### config.mk
export PLATFORM = sky130hd
export DESIGN_NAME = cetb_core
export DESIGN_NICKNAME = d
export VERILOG_FILES = /design/src/cetb_pkg.sv /design/src/cetb_tx_ram.sv /design/src/cetb_core.sv
export SDC_FILE = /design/constraint.sdc
export NUM_CORES = 1
export LEC_CHECK = 0
export ABC_AREA = 1
export BUFFER_PORTS_ARGS = -buffer_cell sky130_fd_sc_hd__buf_2
export CAP_MARGIN = 20
export CORE_AREA = 2 2 112 222
export CTS_CLUSTER_SIZE = 8
export DETAILED_ROUTE_END_ITERATION = 10
export DIE_AREA = 0 0 114 224
export HOLD_SLACK_MARGIN = 0.06
export PLACE_DENSITY = 0.76
export SYNTH_ARGS = -nofsm -noshare
export SYNTH_HDL_FRONTEND = slang
export SYNTH_SLANG_ARGS = --single-unit
### constraint.sdc
create_clock -name clock_in -period 2.1 [get_ports clock_in]
set_clock_uncertainty 0.2 [all_clocks]
set_input_delay 0.315 -clock clock_in [delete_from_list [all_inputs] [get_ports clock_in]]
set_output_delay 0.315 -clock clock_in [all_outputs]
set_load 0.03 [all_outputs]
### src/cetb_pkg.sv
/*
  Register indices, field positions, reset values and limits.
  Assumes a 32-bit bus, one register per aligned word.
*/
package cetb_pkg;

  // ----------------------------------------------------------------
  // Register indices (byte address is four times the index)
  // ----------------------------------------------------------------
  localparam int unsigned ADDR_W = 9;
  localparam logic [6:0] IDX_MODE = 7'h00;
  localparam logic [6:0] IDX_STATUS = 7'h02;
  localparam logic [6:0] IDX_IRQ = 7'h03;
  localparam logic [6:0] IDX_IRQ_EN = 7'h04;
  localparam logic [6:0] IDX_ERR_CODE = 7'h0c;
  localparam logic [6:0] IDX_WARN_LIMIT = 7'h0d;
  localparam logic [6:0] IDX_RX_ERR = 7'h0e;
  localparam logic [6:0] IDX_TX_ERR = 7'h0f;
  localparam logic [6:0] IDX_BUF_FIRST = 7'h10;
  localparam logic [6:0] IDX_BUF_LAST = 7'h1c;
  localparam logic [6:0] IDX_RAM_FIRST = 7'h60;
  localparam logic [6:0] IDX_RAM_BUF_LAST = 7'h6c;
  localparam logic [6:0] IDX_RAM_LAST = 7'h6f;

  // ----------------------------------------------------------------
  // Field positions
  // ----------------------------------------------------------------
  localparam int unsigned MODE_RESET_BIT = 0;
  localparam int unsigned ST_BUS_OFF_BIT = 7;
  localparam int unsigned ST_WARN_BIT = 6;
  localparam int unsigned ST_PASSIVE_BIT = 5;
  localparam int unsigned IRQ_BUS_ERR_BIT = 7;
  localparam int unsigned IRQ_PASSIVE_BIT = 5;
  localparam int unsigned IRQ_WARN_BIT = 2;
  localparam int unsigned FI_FORMAT_BIT = 7;
  localparam int unsigned FI_REMOTE_BIT = 6;

  // ----------------------------------------------------------------
  // Reset values and limits
  // ----------------------------------------------------------------
  localparam logic [7:0] WARN_LIMIT_RESET = 8'h60;
  localparam logic [7:0] ERR_CNT_RESET = 8'h00;
  localparam logic [7:0] MODE_RESET = 8'h01;
  localparam logic [7:0] PASSIVE_LIMIT = 8'h80;
  localparam logic [7:0] BUS_OFF_TX_LOAD = 8'h7f;
  localparam logic [7:0] FORCED_BUS_OFF = 8'hff;
  localparam logic [3:0] MAX_DATA_BYTES = 4'h8;
  localparam int unsigned BUF_BYTES = 13;
  localparam int unsigned RAM_BYTES = 16;
  localparam logic [1:0] RESP_OKAY = 2'h0;
  localparam logic [1:0] RESP_SLVERR = 2'h2;

endpackage

### src/cetb_tx_ram.sv
/*
  Transmit staging RAM: 13 message bytes, 3 spare bytes.
  Assumes the caller checks address ranges.
*/
`timescale 1ns/10ps
module cetb_tx_ram
  import cetb_pkg::*;
#(
  parameter int unsigned DEPTH = RAM_BYTES
)
(
  input wire logic clock_in,
  input wire logic wr_en_in,
  input wire logic [3:0] wr_slot_in,
  input wire logic [7:0] wr_data_in,
  input wire logic [3:0] host_slot_in,
  output logic [7:0] host_data_out,
  input wire logic [3:0] eng_slot_in,
  output logic [7:0] eng_data_out,
  output logic [7:0] frame_info_out
);

  // ----------------------------------------------------------------
  // Storage
  // ----------------------------------------------------------------
  // No reset: contents are undefined until software loads a message
  logic [7:0] mem [DEPTH];

  always_ff @(posedge clock_in)
  begin
    if (wr_en_in)
      mem[wr_slot_in] <= wr_data_in;
  end

  assign host_data_out = mem[host_slot_in];
  assign eng_data_out = mem[eng_slot_in];
  assign frame_info_out = mem[0];

endmodule

### src/cetb_core.sv
/*
  CAN error bookkeeping and transmit staging behind an AXI4-Lite slave.
  Assumes a frame engine on the same clock giving one-cycle pulses.
*/
// The AXI4-Lite slave port was chosen for this implementation.
// What this block does
// Bus error sets its interrupt flag when enabled
// Bus error latches frame position into capture register
// Capture frozen until read once, then re-armed
// Interrupt register read clears bus error flag
// No new bus error interrupt before capture read
// Warning limit resets to 96
// Warning limit written only in reset mode
// New warning limit acts once reset mode ends
// Receive count live, resets zero, written only in reset mode
// Bus-off clears receive count and blocks writes to it
// Written receive count acts once reset mode ends
// Transmit count live, resets zero, written only in reset mode
// Bus-off loads transmit count 127, counts 128 bus-free events
// Write 0 to 254 in bus-off clears it; one bus-free wait
// Software forces bus-off writing 255 in reset mode
// Leaving reset mode at 255 does full bus-off entry
// Written transmit count acts once reset mode ends
// Leaving reset mode in bus-off runs 128 bus-free recovery
// Reset mode in recovery keeps bus-off, freezes count
// One 13-byte message at addresses 16 to 28
// Order: frame information, identifier bytes, data bytes
// RAM also at 96 to 108; 109 to 111 spare
// Frame information: format 7, remote 6, length 3..0
// Format one extended, remote one remote frame
// Length above eight sends eight, code unchanged
// Capture read-only: type 7..6, direction 5, segment 4..0
// Warning status when either counter reaches limit
`timescale 1ns/10ps
module cetb_core
  import cetb_pkg::*;
(
  input wire logic clock_in,
  input wire logic arst_n_in,
  input wire logic s_axi_awvalid_in,
  output logic s_axi_awready_out,
  input wire logic [ADDR_W-1:0] s_axi_awaddr_in,
  input wire logic [2:0] s_axi_awprot_in,
  input wire logic s_axi_wvalid_in,
  output logic s_axi_wready_out,
  input wire logic [31:0] s_axi_wdata_in,
  input wire logic [3:0] s_axi_wstrb_in,
  output logic s_axi_bvalid_out,
  input wire logic s_axi_bready_in,
  output logic [1:0] s_axi_bresp_out,
  input wire logic s_axi_arvalid_in,
  output logic s_axi_arready_out,
  input wire logic [ADDR_W-1:0] s_axi_araddr_in,
  input wire logic [2:0] s_axi_arprot_in,
  output logic s_axi_rvalid_out,
  input wire logic s_axi_rready_in,
  output logic [31:0] s_axi_rdata_out,
  output logic [1:0] s_axi_rresp_out,
  input wire logic bus_error_in,
  input wire logic [7:0] error_code_in,
  input wire logic rx_err_inc1_in,
  input wire logic rx_err_inc8_in,
  input wire logic rx_err_dec_in,
  input wire logic tx_err_inc8_in,
  input wire logic tx_err_dec_in,
  input wire logic bus_free_in,
  input wire logic [3:0] eng_slot_in,
  output logic [7:0] eng_data_out,
  output logic frame_format_flag_out,
  output logic remote_frame_out,
  output logic [3:0] dlc_out,
  output logic [3:0] data_byte_count_out,
  output logic reset_mode_out,
  output logic bus_off_out,
  output logic error_warning_out,
  output logic error_passive_out,
  output logic node_active_out,
  output logic [7:0] irq_flags_out
);

  // ----------------------------------------------------------------
  // Functions
  // ----------------------------------------------------------------
  // Counter step; nine bits so a transmit overflow past 255 is visible
  function automatic logic [8:0] err_step(input logic [7:0] cnt,
                                          input logic inc1,
                                          input logic inc8,
                                          input logic dec);
    logic [8:0] sum;
    sum = {1'b0, cnt};
    if (inc8)
      sum = sum + 9'h008;
    else if (inc1)
      sum = sum + 9'h001;
    else if (dec && cnt != 8'h00)
      sum = sum - 9'h001;
    return sum;
  endfunction

  function automatic logic in_range(input logic [6:0] idx,
                                    input logic [6:0] lo,
                                    input logic [6:0] hi);
    return (idx >= lo) && (idx <= hi);
  endfunction

  function automatic logic mapped(input logic [6:0] idx);
    return (idx inside {IDX_MODE, IDX_STATUS, IDX_IRQ, IDX_IRQ_EN,
                        IDX_ERR_CODE, IDX_WARN_LIMIT, IDX_RX_ERR,
                        IDX_TX_ERR}) ||
           in_range(idx, IDX_BUF_FIRST, IDX_BUF_LAST) ||
           in_range(idx, IDX_RAM_FIRST, IDX_RAM_LAST);
  endfunction

  // ----------------------------------------------------------------
  // Registers
  // ----------------------------------------------------------------
  logic awready_reg, wready_reg, bvalid_reg, arready_reg, rvalid_reg;
  logic aw_hold_reg, w_hold_reg;
  logic [6:0] aw_idx_reg;
  logic [7:0] wdata_reg;
  logic wstrb0_reg;
  logic [1:0] bresp_reg, rresp_reg;
  logic [31:0] rdata_reg;
  logic reset_mode_reg, bus_off_reg, warn_reg, passive_reg;
  logic bus_wait_reg, capture_armed_reg, node_active_reg;
  logic [7:0] ecc_reg, lim_reg, rx_cnt_reg, tx_cnt_reg, irq_reg, irq_en_reg;
  logic format_reg, remote_reg;
  logic [3:0] dlc_reg, count_reg;
  logic [7:0] eng_data_reg;

  // ----------------------------------------------------------------
  // Bus handshake
  // ----------------------------------------------------------------
  wire aw_take = s_axi_awvalid_in && awready_reg;
  wire w_take = s_axi_wvalid_in && wready_reg;
  wire do_write = aw_hold_reg && w_hold_reg && !bvalid_reg;
  wire aw_hold_next = (aw_hold_reg || aw_take) && !do_write;
  wire w_hold_next = (w_hold_reg || w_take) && !do_write;
  wire bvalid_next = do_write || (bvalid_reg && !s_axi_bready_in);
  wire ar_take = s_axi_arvalid_in && arready_reg;
  wire rvalid_next = ar_take || (rvalid_reg && !s_axi_rready_in);
  wire [6:0] ar_idx = s_axi_araddr_in[8:2];
  wire [6:0] aw_idx_in = s_axi_awaddr_in[8:2];

  // ----------------------------------------------------------------
  // Write decode
  // ----------------------------------------------------------------
  wire wr = do_write && wstrb0_reg;
  wire [6:0] widx = aw_idx_reg;
  wire w_buf = in_range(widx, IDX_BUF_FIRST, IDX_BUF_LAST);
  wire w_ram = in_range(widx, IDX_RAM_FIRST, IDX_RAM_LAST);
  wire w_mapped = mapped(widx);
  wire wr_mode = wr && (widx == IDX_MODE);
  wire wr_irq_en = wr && (widx == IDX_IRQ_EN);
  wire wr_lim = wr && (widx == IDX_WARN_LIMIT) && reset_mode_reg;
  wire wr_rx = wr && (widx == IDX_RX_ERR) && reset_mode_reg &&
               !bus_off_reg;
  wire wr_tx = wr && (widx == IDX_TX_ERR) && reset_mode_reg;
  wire ram_wr = wr && (w_buf || w_ram);
  wire [3:0] ram_wslot = w_buf ? 4'(widx - IDX_BUF_FIRST)
                               : 4'(widx - IDX_RAM_FIRST);

  // ----------------------------------------------------------------
  // Read decode
  // ----------------------------------------------------------------
  wire r_ram = in_range(ar_idx, IDX_RAM_FIRST, IDX_RAM_LAST);
  wire [3:0] ram_rslot = 4'(ar_idx - IDX_RAM_FIRST);
  wire [7:0] ram_rdata;
  wire [7:0] eng_byte;
  wire [7:0] frame_info;
  wire rd_irq = ar_take && (ar_idx == IDX_IRQ);
  wire rd_ecc = ar_take && (ar_idx == IDX_ERR_CODE);
  wire [7:0] status_val = {bus_off_reg, warn_reg, passive_reg, 5'h00};
  wire r_mapped = mapped(ar_idx);
  // Buffer window at 16..28 is write-only; direct RAM window reads back
  wire [7:0] rd_byte =
    (ar_idx == IDX_MODE) ? {7'h00, reset_mode_reg} :
    (ar_idx == IDX_STATUS) ? status_val :
    (ar_idx == IDX_IRQ) ? irq_reg :
    (ar_idx == IDX_IRQ_EN) ? irq_en_reg :
    (ar_idx == IDX_ERR_CODE) ? ecc_reg :
    (ar_idx == IDX_WARN_LIMIT) ? lim_reg :
    (ar_idx == IDX_RX_ERR) ? rx_cnt_reg :
    (ar_idx == IDX_TX_ERR) ? tx_cnt_reg :
    r_ram ? ram_rdata : 8'h00;

  // ----------------------------------------------------------------
  // Error counters and bus-off
  // ----------------------------------------------------------------
  wire counting = !reset_mode_reg && !bus_off_reg && !bus_wait_reg;
  wire [8:0] rx_step = err_step(rx_cnt_reg, rx_err_inc1_in,
                                rx_err_inc8_in, rx_err_dec_in);
  wire [8:0] tx_step = err_step(tx_cnt_reg, 1'b0, tx_err_inc8_in,
                                tx_err_dec_in);
  wire leave_reset = wr_mode && !wdata_reg[MODE_RESET_BIT] &&
                     reset_mode_reg;
  wire forced_off = leave_reset && !bus_off_reg &&
                    (tx_cnt_reg == FORCED_BUS_OFF);
  wire real_off = counting && tx_step[8];
  wire enter_off = real_off || forced_off;
  wire recovering = bus_off_reg && !reset_mode_reg;
  wire recover_done = recovering && bus_free_in &&
                      (tx_cnt_reg == 8'h00);
  wire wr_tx_clear = wr_tx && bus_off_reg &&
                     (wdata_reg != FORCED_BUS_OFF);

  logic [7:0] rx_cnt_next, tx_cnt_next;
  logic bus_off_next, reset_mode_next, bus_wait_next;

  always_comb
  begin
    rx_cnt_next = rx_cnt_reg;
    tx_cnt_next = tx_cnt_reg;
    bus_off_next = bus_off_reg;
    reset_mode_next = reset_mode_reg;
    bus_wait_next = bus_wait_reg;
    if (wr_mode)
      reset_mode_next = wdata_reg[MODE_RESET_BIT];
    if (counting)
    begin
      rx_cnt_next = rx_step[8] ? 8'hff : rx_step[7:0];
      tx_cnt_next = tx_step[7:0];
    end
    if (wr_rx)
      rx_cnt_next = wdata_reg;
    if (wr_tx)
      tx_cnt_next = wdata_reg;
    if (wr_tx_clear)
    begin
      bus_off_next = 1'b0;
      bus_wait_next = 1'b1;
    end
    if (recovering && bus_free_in && tx_cnt_reg != 8'h00)
      tx_cnt_next = tx_cnt_reg - 8'h01;
    if (recover_done)
    begin
      bus_off_next = 1'b0;
      rx_cnt_next = ERR_CNT_RESET;
    end
    if (bus_wait_reg && !reset_mode_reg && bus_free_in)
      bus_wait_next = 1'b0;
    if (enter_off)
    begin
      bus_off_next = 1'b1;
      reset_mode_next = 1'b1;
      tx_cnt_next = BUS_OFF_TX_LOAD;
      rx_cnt_next = ERR_CNT_RESET;
      bus_wait_next = 1'b0;
    end
  end

  // ----------------------------------------------------------------
  // Status and interrupt flags
  // ----------------------------------------------------------------
  // Status follows counters only outside reset mode, so host-written
  // values take effect when reset mode is cancelled
  wire warn_now = (rx_cnt_reg >= lim_reg) ||
                  (tx_cnt_reg >= lim_reg) || bus_off_reg;
  wire passive_now = (rx_cnt_reg >= PASSIVE_LIMIT) ||
                     (tx_cnt_reg >= PASSIVE_LIMIT);
  wire status_live = !reset_mode_reg;
  wire warn_next = status_live ? warn_now : warn_reg;
  wire passive_next = status_live ? passive_now : passive_reg;
  wire bus_err_set = bus_error_in && capture_armed_reg &&
                     irq_en_reg[IRQ_BUS_ERR_BIT];
  wire warn_set = (warn_next != warn_reg) && irq_en_reg[IRQ_WARN_BIT];
  wire passive_set = (passive_next != passive_reg) &&
                     irq_en_reg[IRQ_PASSIVE_BIT];
  // Set wins over the clear of an interrupt register read
  wire [7:0] irq_set = {bus_err_set, 1'b0, passive_set, 2'h0,
                        warn_set, 2'h0};
  wire [7:0] irq_next = (rd_irq ? 8'h00 : irq_reg) | irq_set;
  wire armed_next = (capture_armed_reg && !bus_error_in) ||
                    rd_ecc;

  // ----------------------------------------------------------------
  // Transmit frame decode
  // ----------------------------------------------------------------
  wire [3:0] fi_dlc = frame_info[3:0];
  wire [3:0] fi_count = frame_info[FI_REMOTE_BIT] ? 4'h0 :
                        (fi_dlc > MAX_DATA_BYTES) ? MAX_DATA_BYTES :
                        fi_dlc;

  cetb_tx_ram #(
    .DEPTH(RAM_BYTES)
  ) u_ram (
    .clock_in(clock_in),
    .wr_en_in(ram_wr),
    .wr_slot_in(ram_wslot),
    .wr_data_in(wdata_reg),
    .host_slot_in(ram_rslot),
    .host_data_out(ram_rdata),
    .eng_slot_in(eng_slot_in),
    .eng_data_out(eng_byte),
    .frame_info_out(frame_info)
  );

  // ----------------------------------------------------------------
  // Bus slave flops
  // ----------------------------------------------------------------
  always_ff @(posedge clock_in or negedge arst_n_in)
  begin
    if (!arst_n_in)
    begin
      awready_reg <= 1'b0;
      wready_reg <= 1'b0;
      arready_reg <= 1'b0;
      aw_hold_reg <= 1'b0;
      w_hold_reg <= 1'b0;
      bvalid_reg <= 1'b0;
      rvalid_reg <= 1'b0;
    end
    else
    begin
      aw_hold_reg <= aw_hold_next;
      w_hold_reg <= w_hold_next;
      awready_reg <= !aw_hold_next && !bvalid_next;
      wready_reg <= !w_hold_next && !bvalid_next;
      bvalid_reg <= bvalid_next;
      rvalid_reg <= rvalid_next;
      arready_reg <= !rvalid_next;
    end
  end

  always_ff @(posedge clock_in or negedge arst_n_in)
  begin
    if (!arst_n_in)
    begin
      aw_idx_reg <= 7'h00;
      wdata_reg <= 8'h00;
      wstrb0_reg <= 1'b0;
      bresp_reg <= RESP_OKAY;
      rdata_reg <= 32'h0000_0000;
      rresp_reg <= RESP_OKAY;
    end
    else
    begin
      if (aw_take)
        aw_idx_reg <= aw_idx_in;
      if (w_take)
        wdata_reg <= s_axi_wdata_in[7:0];
      if (w_take)
        wstrb0_reg <= s_axi_wstrb_in[0];
      if (do_write)
        bresp_reg <= w_mapped ? RESP_OKAY : RESP_SLVERR;
      if (ar_take)
        rdata_reg <= {24'h00_0000, rd_byte};
      if (ar_take)
        rresp_reg <= r_mapped ? RESP_OKAY : RESP_SLVERR;
    end
  end

  // ----------------------------------------------------------------
  // Error bookkeeping flops
  // ----------------------------------------------------------------
  always_ff @(posedge clock_in or negedge arst_n_in)
  begin
    if (!arst_n_in)
    begin
      reset_mode_reg <= MODE_RESET[MODE_RESET_BIT];
      bus_off_reg <= 1'b0;
      bus_wait_reg <= 1'b0;
      rx_cnt_reg <= ERR_CNT_RESET;
      tx_cnt_reg <= ERR_CNT_RESET;
      lim_reg <= WARN_LIMIT_RESET;
      warn_reg <= 1'b0;
      passive_reg <= 1'b0;
      irq_reg <= 8'h00;
      irq_en_reg <= 8'h00;
      ecc_reg <= 8'h00;
      capture_armed_reg <= 1'b1;
      node_active_reg <= 1'b0;
    end
    else
    begin
      reset_mode_reg <= reset_mode_next;
      bus_off_reg <= bus_off_next;
      bus_wait_reg <= bus_wait_next;
      rx_cnt_reg <= rx_cnt_next;
      tx_cnt_reg <= tx_cnt_next;
      warn_reg <= warn_next;
      passive_reg <= passive_next;
      irq_reg <= irq_next;
      capture_armed_reg <= armed_next;
      node_active_reg <= !reset_mode_next && !bus_off_next &&
                         !bus_wait_next;
      if (wr_lim)
        lim_reg <= wdata_reg;
      if (wr_irq_en)
        irq_en_reg <= wdata_reg;
      if (bus_error_in && capture_armed_reg)
        ecc_reg <= error_code_in;
    end
  end

  // ----------------------------------------------------------------
  // Frame engine outputs
  // ----------------------------------------------------------------
  always_ff @(posedge clock_in or negedge arst_n_in)
  begin
    if (!arst_n_in)
    begin
      format_reg <= 1'b0;
      remote_reg <= 1'b0;
      dlc_reg <= 4'h0;
      count_reg <= 4'h0;
      eng_data_reg <= 8'h00;
    end
    else
    begin
      format_reg <= frame_info[FI_FORMAT_BIT];
      remote_reg <= frame_info[FI_REMOTE_BIT];
      dlc_reg <= fi_dlc;
      count_reg <= fi_count;
      eng_data_reg <= eng_byte;
    end
  end

  assign s_axi_awready_out = awready_reg;
  assign s_axi_wready_out = wready_reg;
  assign s_axi_bvalid_out = bvalid_reg;
  assign s_axi_bresp_out = bresp_reg;
  assign s_axi_arready_out = arready_reg;
  assign s_axi_rvalid_out = rvalid_reg;
  assign s_axi_rdata_out = rdata_reg;
  assign s_axi_rresp_out = rresp_reg;
  assign eng_data_out = eng_data_reg;
  assign frame_format_flag_out = format_reg;
  assign remote_frame_out = remote_reg;
  assign dlc_out = dlc_reg;
  assign data_byte_count_out = count_reg;
  assign reset_mode_out = reset_mode_reg;
  assign bus_off_out = bus_off_reg;
  assign error_warning_out = warn_reg;
  assign error_passive_out = passive_reg;
  assign irq_flags_out = irq_reg;
  assign node_active_out = node_active_reg;

endmodule

==> tab_implementation.tex <==
\begin{tabular}{lr}
\hline
Metric & Value \\
\hline
\multicolumn{2}{l}{\textbf{Floorplan}} \\
Placeable core region & 0.0238 sq mm \\
Effective utilization at floorplan & between 50\% and 60\% \\
Io pins & 158 \\
DIE AREA & between 0.02 and 0.03 sq mm \\
Vertical extent of the die & roughly 220 microns \\
Placement row count & 80 \\
Die width & 114 microns \\
\multicolumn{2}{l}{\textbf{Status}} \\
Status & finished, violations left \\
Violated checks & setup timing \\
\multicolumn{2}{l}{\textbf{Clock network}} \\
Number of clock sinks seen by CTS & approximately 230 \\
Insertion delay of the later-clocked pin in the worst-skew pair & just over 0.5 ns \\
Deepest clock path buffer count & 3 \\
Cts bufs inserted & 34 \\
Root buffer cell & sky130\_fd\_sc\_hd\_\_clkbuf\_16 \\
H-Tree Level Count & 2 \\
Clock transition at the registers of the reported paths & 0.05 ns \\
TritonCTS clock tree & yes \\
\multicolumn{2}{l}{\textbf{STA}} \\
Post-route minimum period & 2.22 ns \\
Final-report max-slew violation count & 0 \\
Smallest setup slack after layout & -0.117 ns \\
Hold violation count in the final report & 0 \\
Setup violators final & 12 \\
Setup repair after global routing missed its margin & yes \\
Share of the clock period used by the worst path after layout & 106\% \\
Achievable Freq & 451 MHz \\
\multicolumn{2}{l}{\textbf{Logic synthesis}} \\
Total of warnings raised by yosys & 0 \\
Post-synthesis instance area & 0.0124 sq mm \\
Most instantiated library cell after synthesis & sky130\_fd\_sc\_hd\_\_nand2\_1 \\
Most instantiated cells after synthesis & sky130\_fd\_sc\_hd\_\_nand2\_1 (278), sky130\_fd\_sc\_hd\_\_nor2\_1 (175), sky130\_fd\_sc\_hd\_\_o21ai\_0 (171) \\
Syn Inst Count & 1411 \\
Share of the synthesized area in the top cell type & 31.0\% \\
Ranking of synthesized cells by area & sky130\_fd\_sc\_hd\_\_edfxtp\_1 (31\%), sky130\_fd\_sc\_hd\_\_dfrtp\_1 (20\%), sky130\_fd\_sc\_hd\_\_nand2\_1 (8.4\%) \\
Prevailing post-synth register cell & sky130\_fd\_sc\_hd\_\_edfxtp\_1 \\
Library cells used by synthesis & 53 \\
Post-synthesis async set-or-reset flop share & 44.1\% \\
Yosys reg bits & 229 \\
Mean instance size in the synthesized netlist & 8.79 sq um \\
Sequential area share after synthesis & $\sim$50\% \\
EDFF count, synth & 128 \\
Cell type with the largest total area after synthesis & sky130\_fd\_sc\_hd\_\_edfxtp\_1 \\
\multicolumn{2}{l}{\textbf{Setup path}} \\
Reg-to-reg setup timing slack & -0.12 ns \\
Number of cells on the worst reg-to-reg path & 9 \\
Endpoint class of the critical path & register \\
CP required & 2.30 ns \\
Classification of the worst setup path & register to register \\
Crit-path max FO & 5 \\
Startpoint type of the worst setup path & register \\
Data arrival time at the worst-slack endpoint & 2.42 ns \\
\multicolumn{2}{l}{\textbf{Finish}} \\
Post-synthesis to final-layout area growth & 31.6\% \\
Post-route cell area & 0.0163 sq mm \\
Layout cell share with drive strength beyond 1 & 27.7\% \\
Utilization of the core after routing & approximately 69\% \\
Antenna cell count & 0 \\
Layout Nets & 1830 \\
Register with the most flip-flops & u\_ram.mem \\
Max FFs per register & between 100 and 150 \\
\multicolumn{2}{l}{\textbf{Placed design}} \\
Placement-stage cell area & between 0.01 and 0.015 sq mm \\
Weighted congestion reported at the end of routability-driven placement & 1.00 \\
Buffers added on ports & just under 90 \\
Dpl hpwl & a little over 30 mm \\
\multicolumn{2}{l}{\textbf{Routing}} \\
Total Wirelength & 43.0 mm \\
Number of design rule violations left after detail routing & 0 \\
Routed wire per std cell & 21.2 microns \\
Iteration-0 DRC count of the detailed router & 1066 \\
First-pass iteration count of the detailed router & 7 \\
Post-route ant nets & 0 \\
DR vias & 12012 \\
Average via count per standard cell & 5.92 \\
\multicolumn{2}{l}{\textbf{Power and ir drop}} \\
Combinational group share of total power & 39.1\% \\
Switching power summed over all nets & 0.00709 W \\
Clock network power share & 27.6\% \\
Pleak & 7.11 nW \\
Internal power & 0.0117 W \\
Share of total power consumed by net switching & 37.8\% \\
Peak supply drop & between 0.0008 and 0.0009 V \\
Power per Cell Area & 1150 mW/mm\^{}2 \\
Register share of total power & 33.3\% \\
\multicolumn{2}{l}{\textbf{Flow run}} \\
Max-capacitance violation count & 0 \\
\multicolumn{2}{l}{\textbf{Min path}} \\
Hold/Removal Path Class & primary input to register \\
Cells on Worst Hold Path & 4 \\
\multicolumn{2}{l}{\textbf{GRT}} \\
Pin count of the biggest net entering global routing & 54 \\
First-pass GRT wire length & 64.5 mm \\
Number of global-route vias before repair & 12113 \\
Number of antenna violations at the first check in global routing & 0 \\
GR Util All Layers & 33.4\% \\
Remaining global-route overflow & 0 \\
\hline
\end{tabular}
-- power groups by stage --
stage	Clock [W]	Combinational (W)	Sequential (W)
after floorplan	0	0.00307	0.00662
after global routing	0.00532	0.00792	0.00629
after global placement	0	0.00605	0.00625
after CTS	0.00517	0.00653	0.00618
final	0.00517	0.00733	0.00625
after detailed placement	0	0.00618	0.00626
-- final timing paths --
kind                                                start                              to
max in group asynchronous                       arst_n_in       tx_cnt_reg[7]$_DFFE_PN0P_
worst min register to register  u_ram.mem[0][0]$_DFFE_PP_            dlc_out[0]$_DFF_PN0_
worst max register to register  tx_cnt_reg[5]$_DFFE_PN0P_       rx_cnt_reg[1]$_DFFE_PN0P_
worst min-delay path                   s_axi_araddr_in[6]  s_axi_rresp_out[1]$_DFFE_PN0P_
worst max-delay path            tx_cnt_reg[5]$_DFFE_PN0P_       rx_cnt_reg[1]$_DFFE_PN0P_
min in group asynchronous                       arst_n_in       aw_idx_reg[4]$_DFFE_PN0P_
-- cell families (layout without fill, tap and decap cells) --
logic type	Yosys count	after routing	share of synthesized area [%]
buffers and inverters	223	523	8.17
DFF	229	229	51.4
other	1	31	0.0302
muxes	8	8	0.717
and+or+nand+nor	573	574	20.6
xor gates and xnor gates	12	12	0.848
adders and majority gates	25	25	2.52
AOI/OAI and AO/OA	340	340	15.7
-- final cells by class --
| type | count | area (sq um) |
|---|---|---|
| clock buffer | 58 | 1000 |
| clock inverter | 1 | 5.00 |
| fill | 1733 | 7500 |
| inverter | 147 | 559 |
| multi-input combinational | 990 | 5550 |
| sequential | 229 | 6380 |
| tap | 287 | 359 |
| timing repair buffer | 317 | 2460 |
-- critical path, stage by stage, from the launching register on --
cell and delay [ns]:
sky130_fd_sc_hd__dfrtp_1 0.57, sky130_fd_sc_hd__nand4_1 0.24, sky130_fd_sc_hd__nor2_1 0.35, sky130_fd_sc_hd__nand3_1 0.13, sky130_fd_sc_hd__nand4_1 0.18, sky130_fd_sc_hd__nor2_4 0.10, sky130_fd_sc_hd__nor2_8 0.16, sky130_fd_sc_hd__nand2_4 0.07
sky130_fd_sc_hd__nand2_1 0.06, sky130_fd_sc_hd__nand2_1 0.04
-- metal layers --
metal	track usage, %	wire (microns)
met1	32.0	12900
met2	60.4	22400
met3	4.17	2880
met4	30.2	4850
met5	0	0
-- layout by cell type (no fill, tap or decap), drive strengths merged, types with 4 or more instances in the layout --
cell,Yosys,layout
clkinv,3,4
xor2,12,12
o221ai,15,15
buf,49,286
edfxtp,128,128
o22ai,43,43
a21oi,58,58
o211ai,13,13
o21ai,189,189
nand2,294,294
dlygate4sd3,0,31
mux2,7,7
dfrtp,97,97
o2111ai,4,4
ha,25,25
nor2,189,190
nor3,20,20
dfstp,4,4
conb,1,31
clkbuf,27,58
inv,144,144
a31oi,7,7
nand4,23,23
nand3,41,41
-- through the flow --
| step | worst slack [ns] | setup TNS (ns) | power [W] | instances | hold slack (ns) |
|---|---|---|---|---|---|
| after floorplan | -0.189 | -7.56 | 0.00969 | 1441 | -0.181 |
| after global placement | -0.0288 | -0.140 | 0.0123 | 1912 | 0.0618 |
| after detailed placement | -0.0438 | -0.338 | 0.0124 | 1912 | 0.0690 |
| after CTS | -0.0130 | -0.0325 | 0.0179 | 2014 | 0.0720 |
| after global routing | -0.156 | -5.21 | 0.0195 | 2029 | 0.116 |
| final | -0.117 | -0.799 | 0.0188 | 2029 | 0.0790 |
-- repair_timing --
item | 4_1_cts | 5_1_grt
setup buffers | 11 | 15
gates resized for setup | 21 | 98
endpoints found under the hold margin | 135 | 0
endpoints found under the setup margin | 17 | 148
hold buffers | 31 | 0
cloned | 1 | 0
pin swaps | 13 | 34
(Power assumes the default switching activity.)
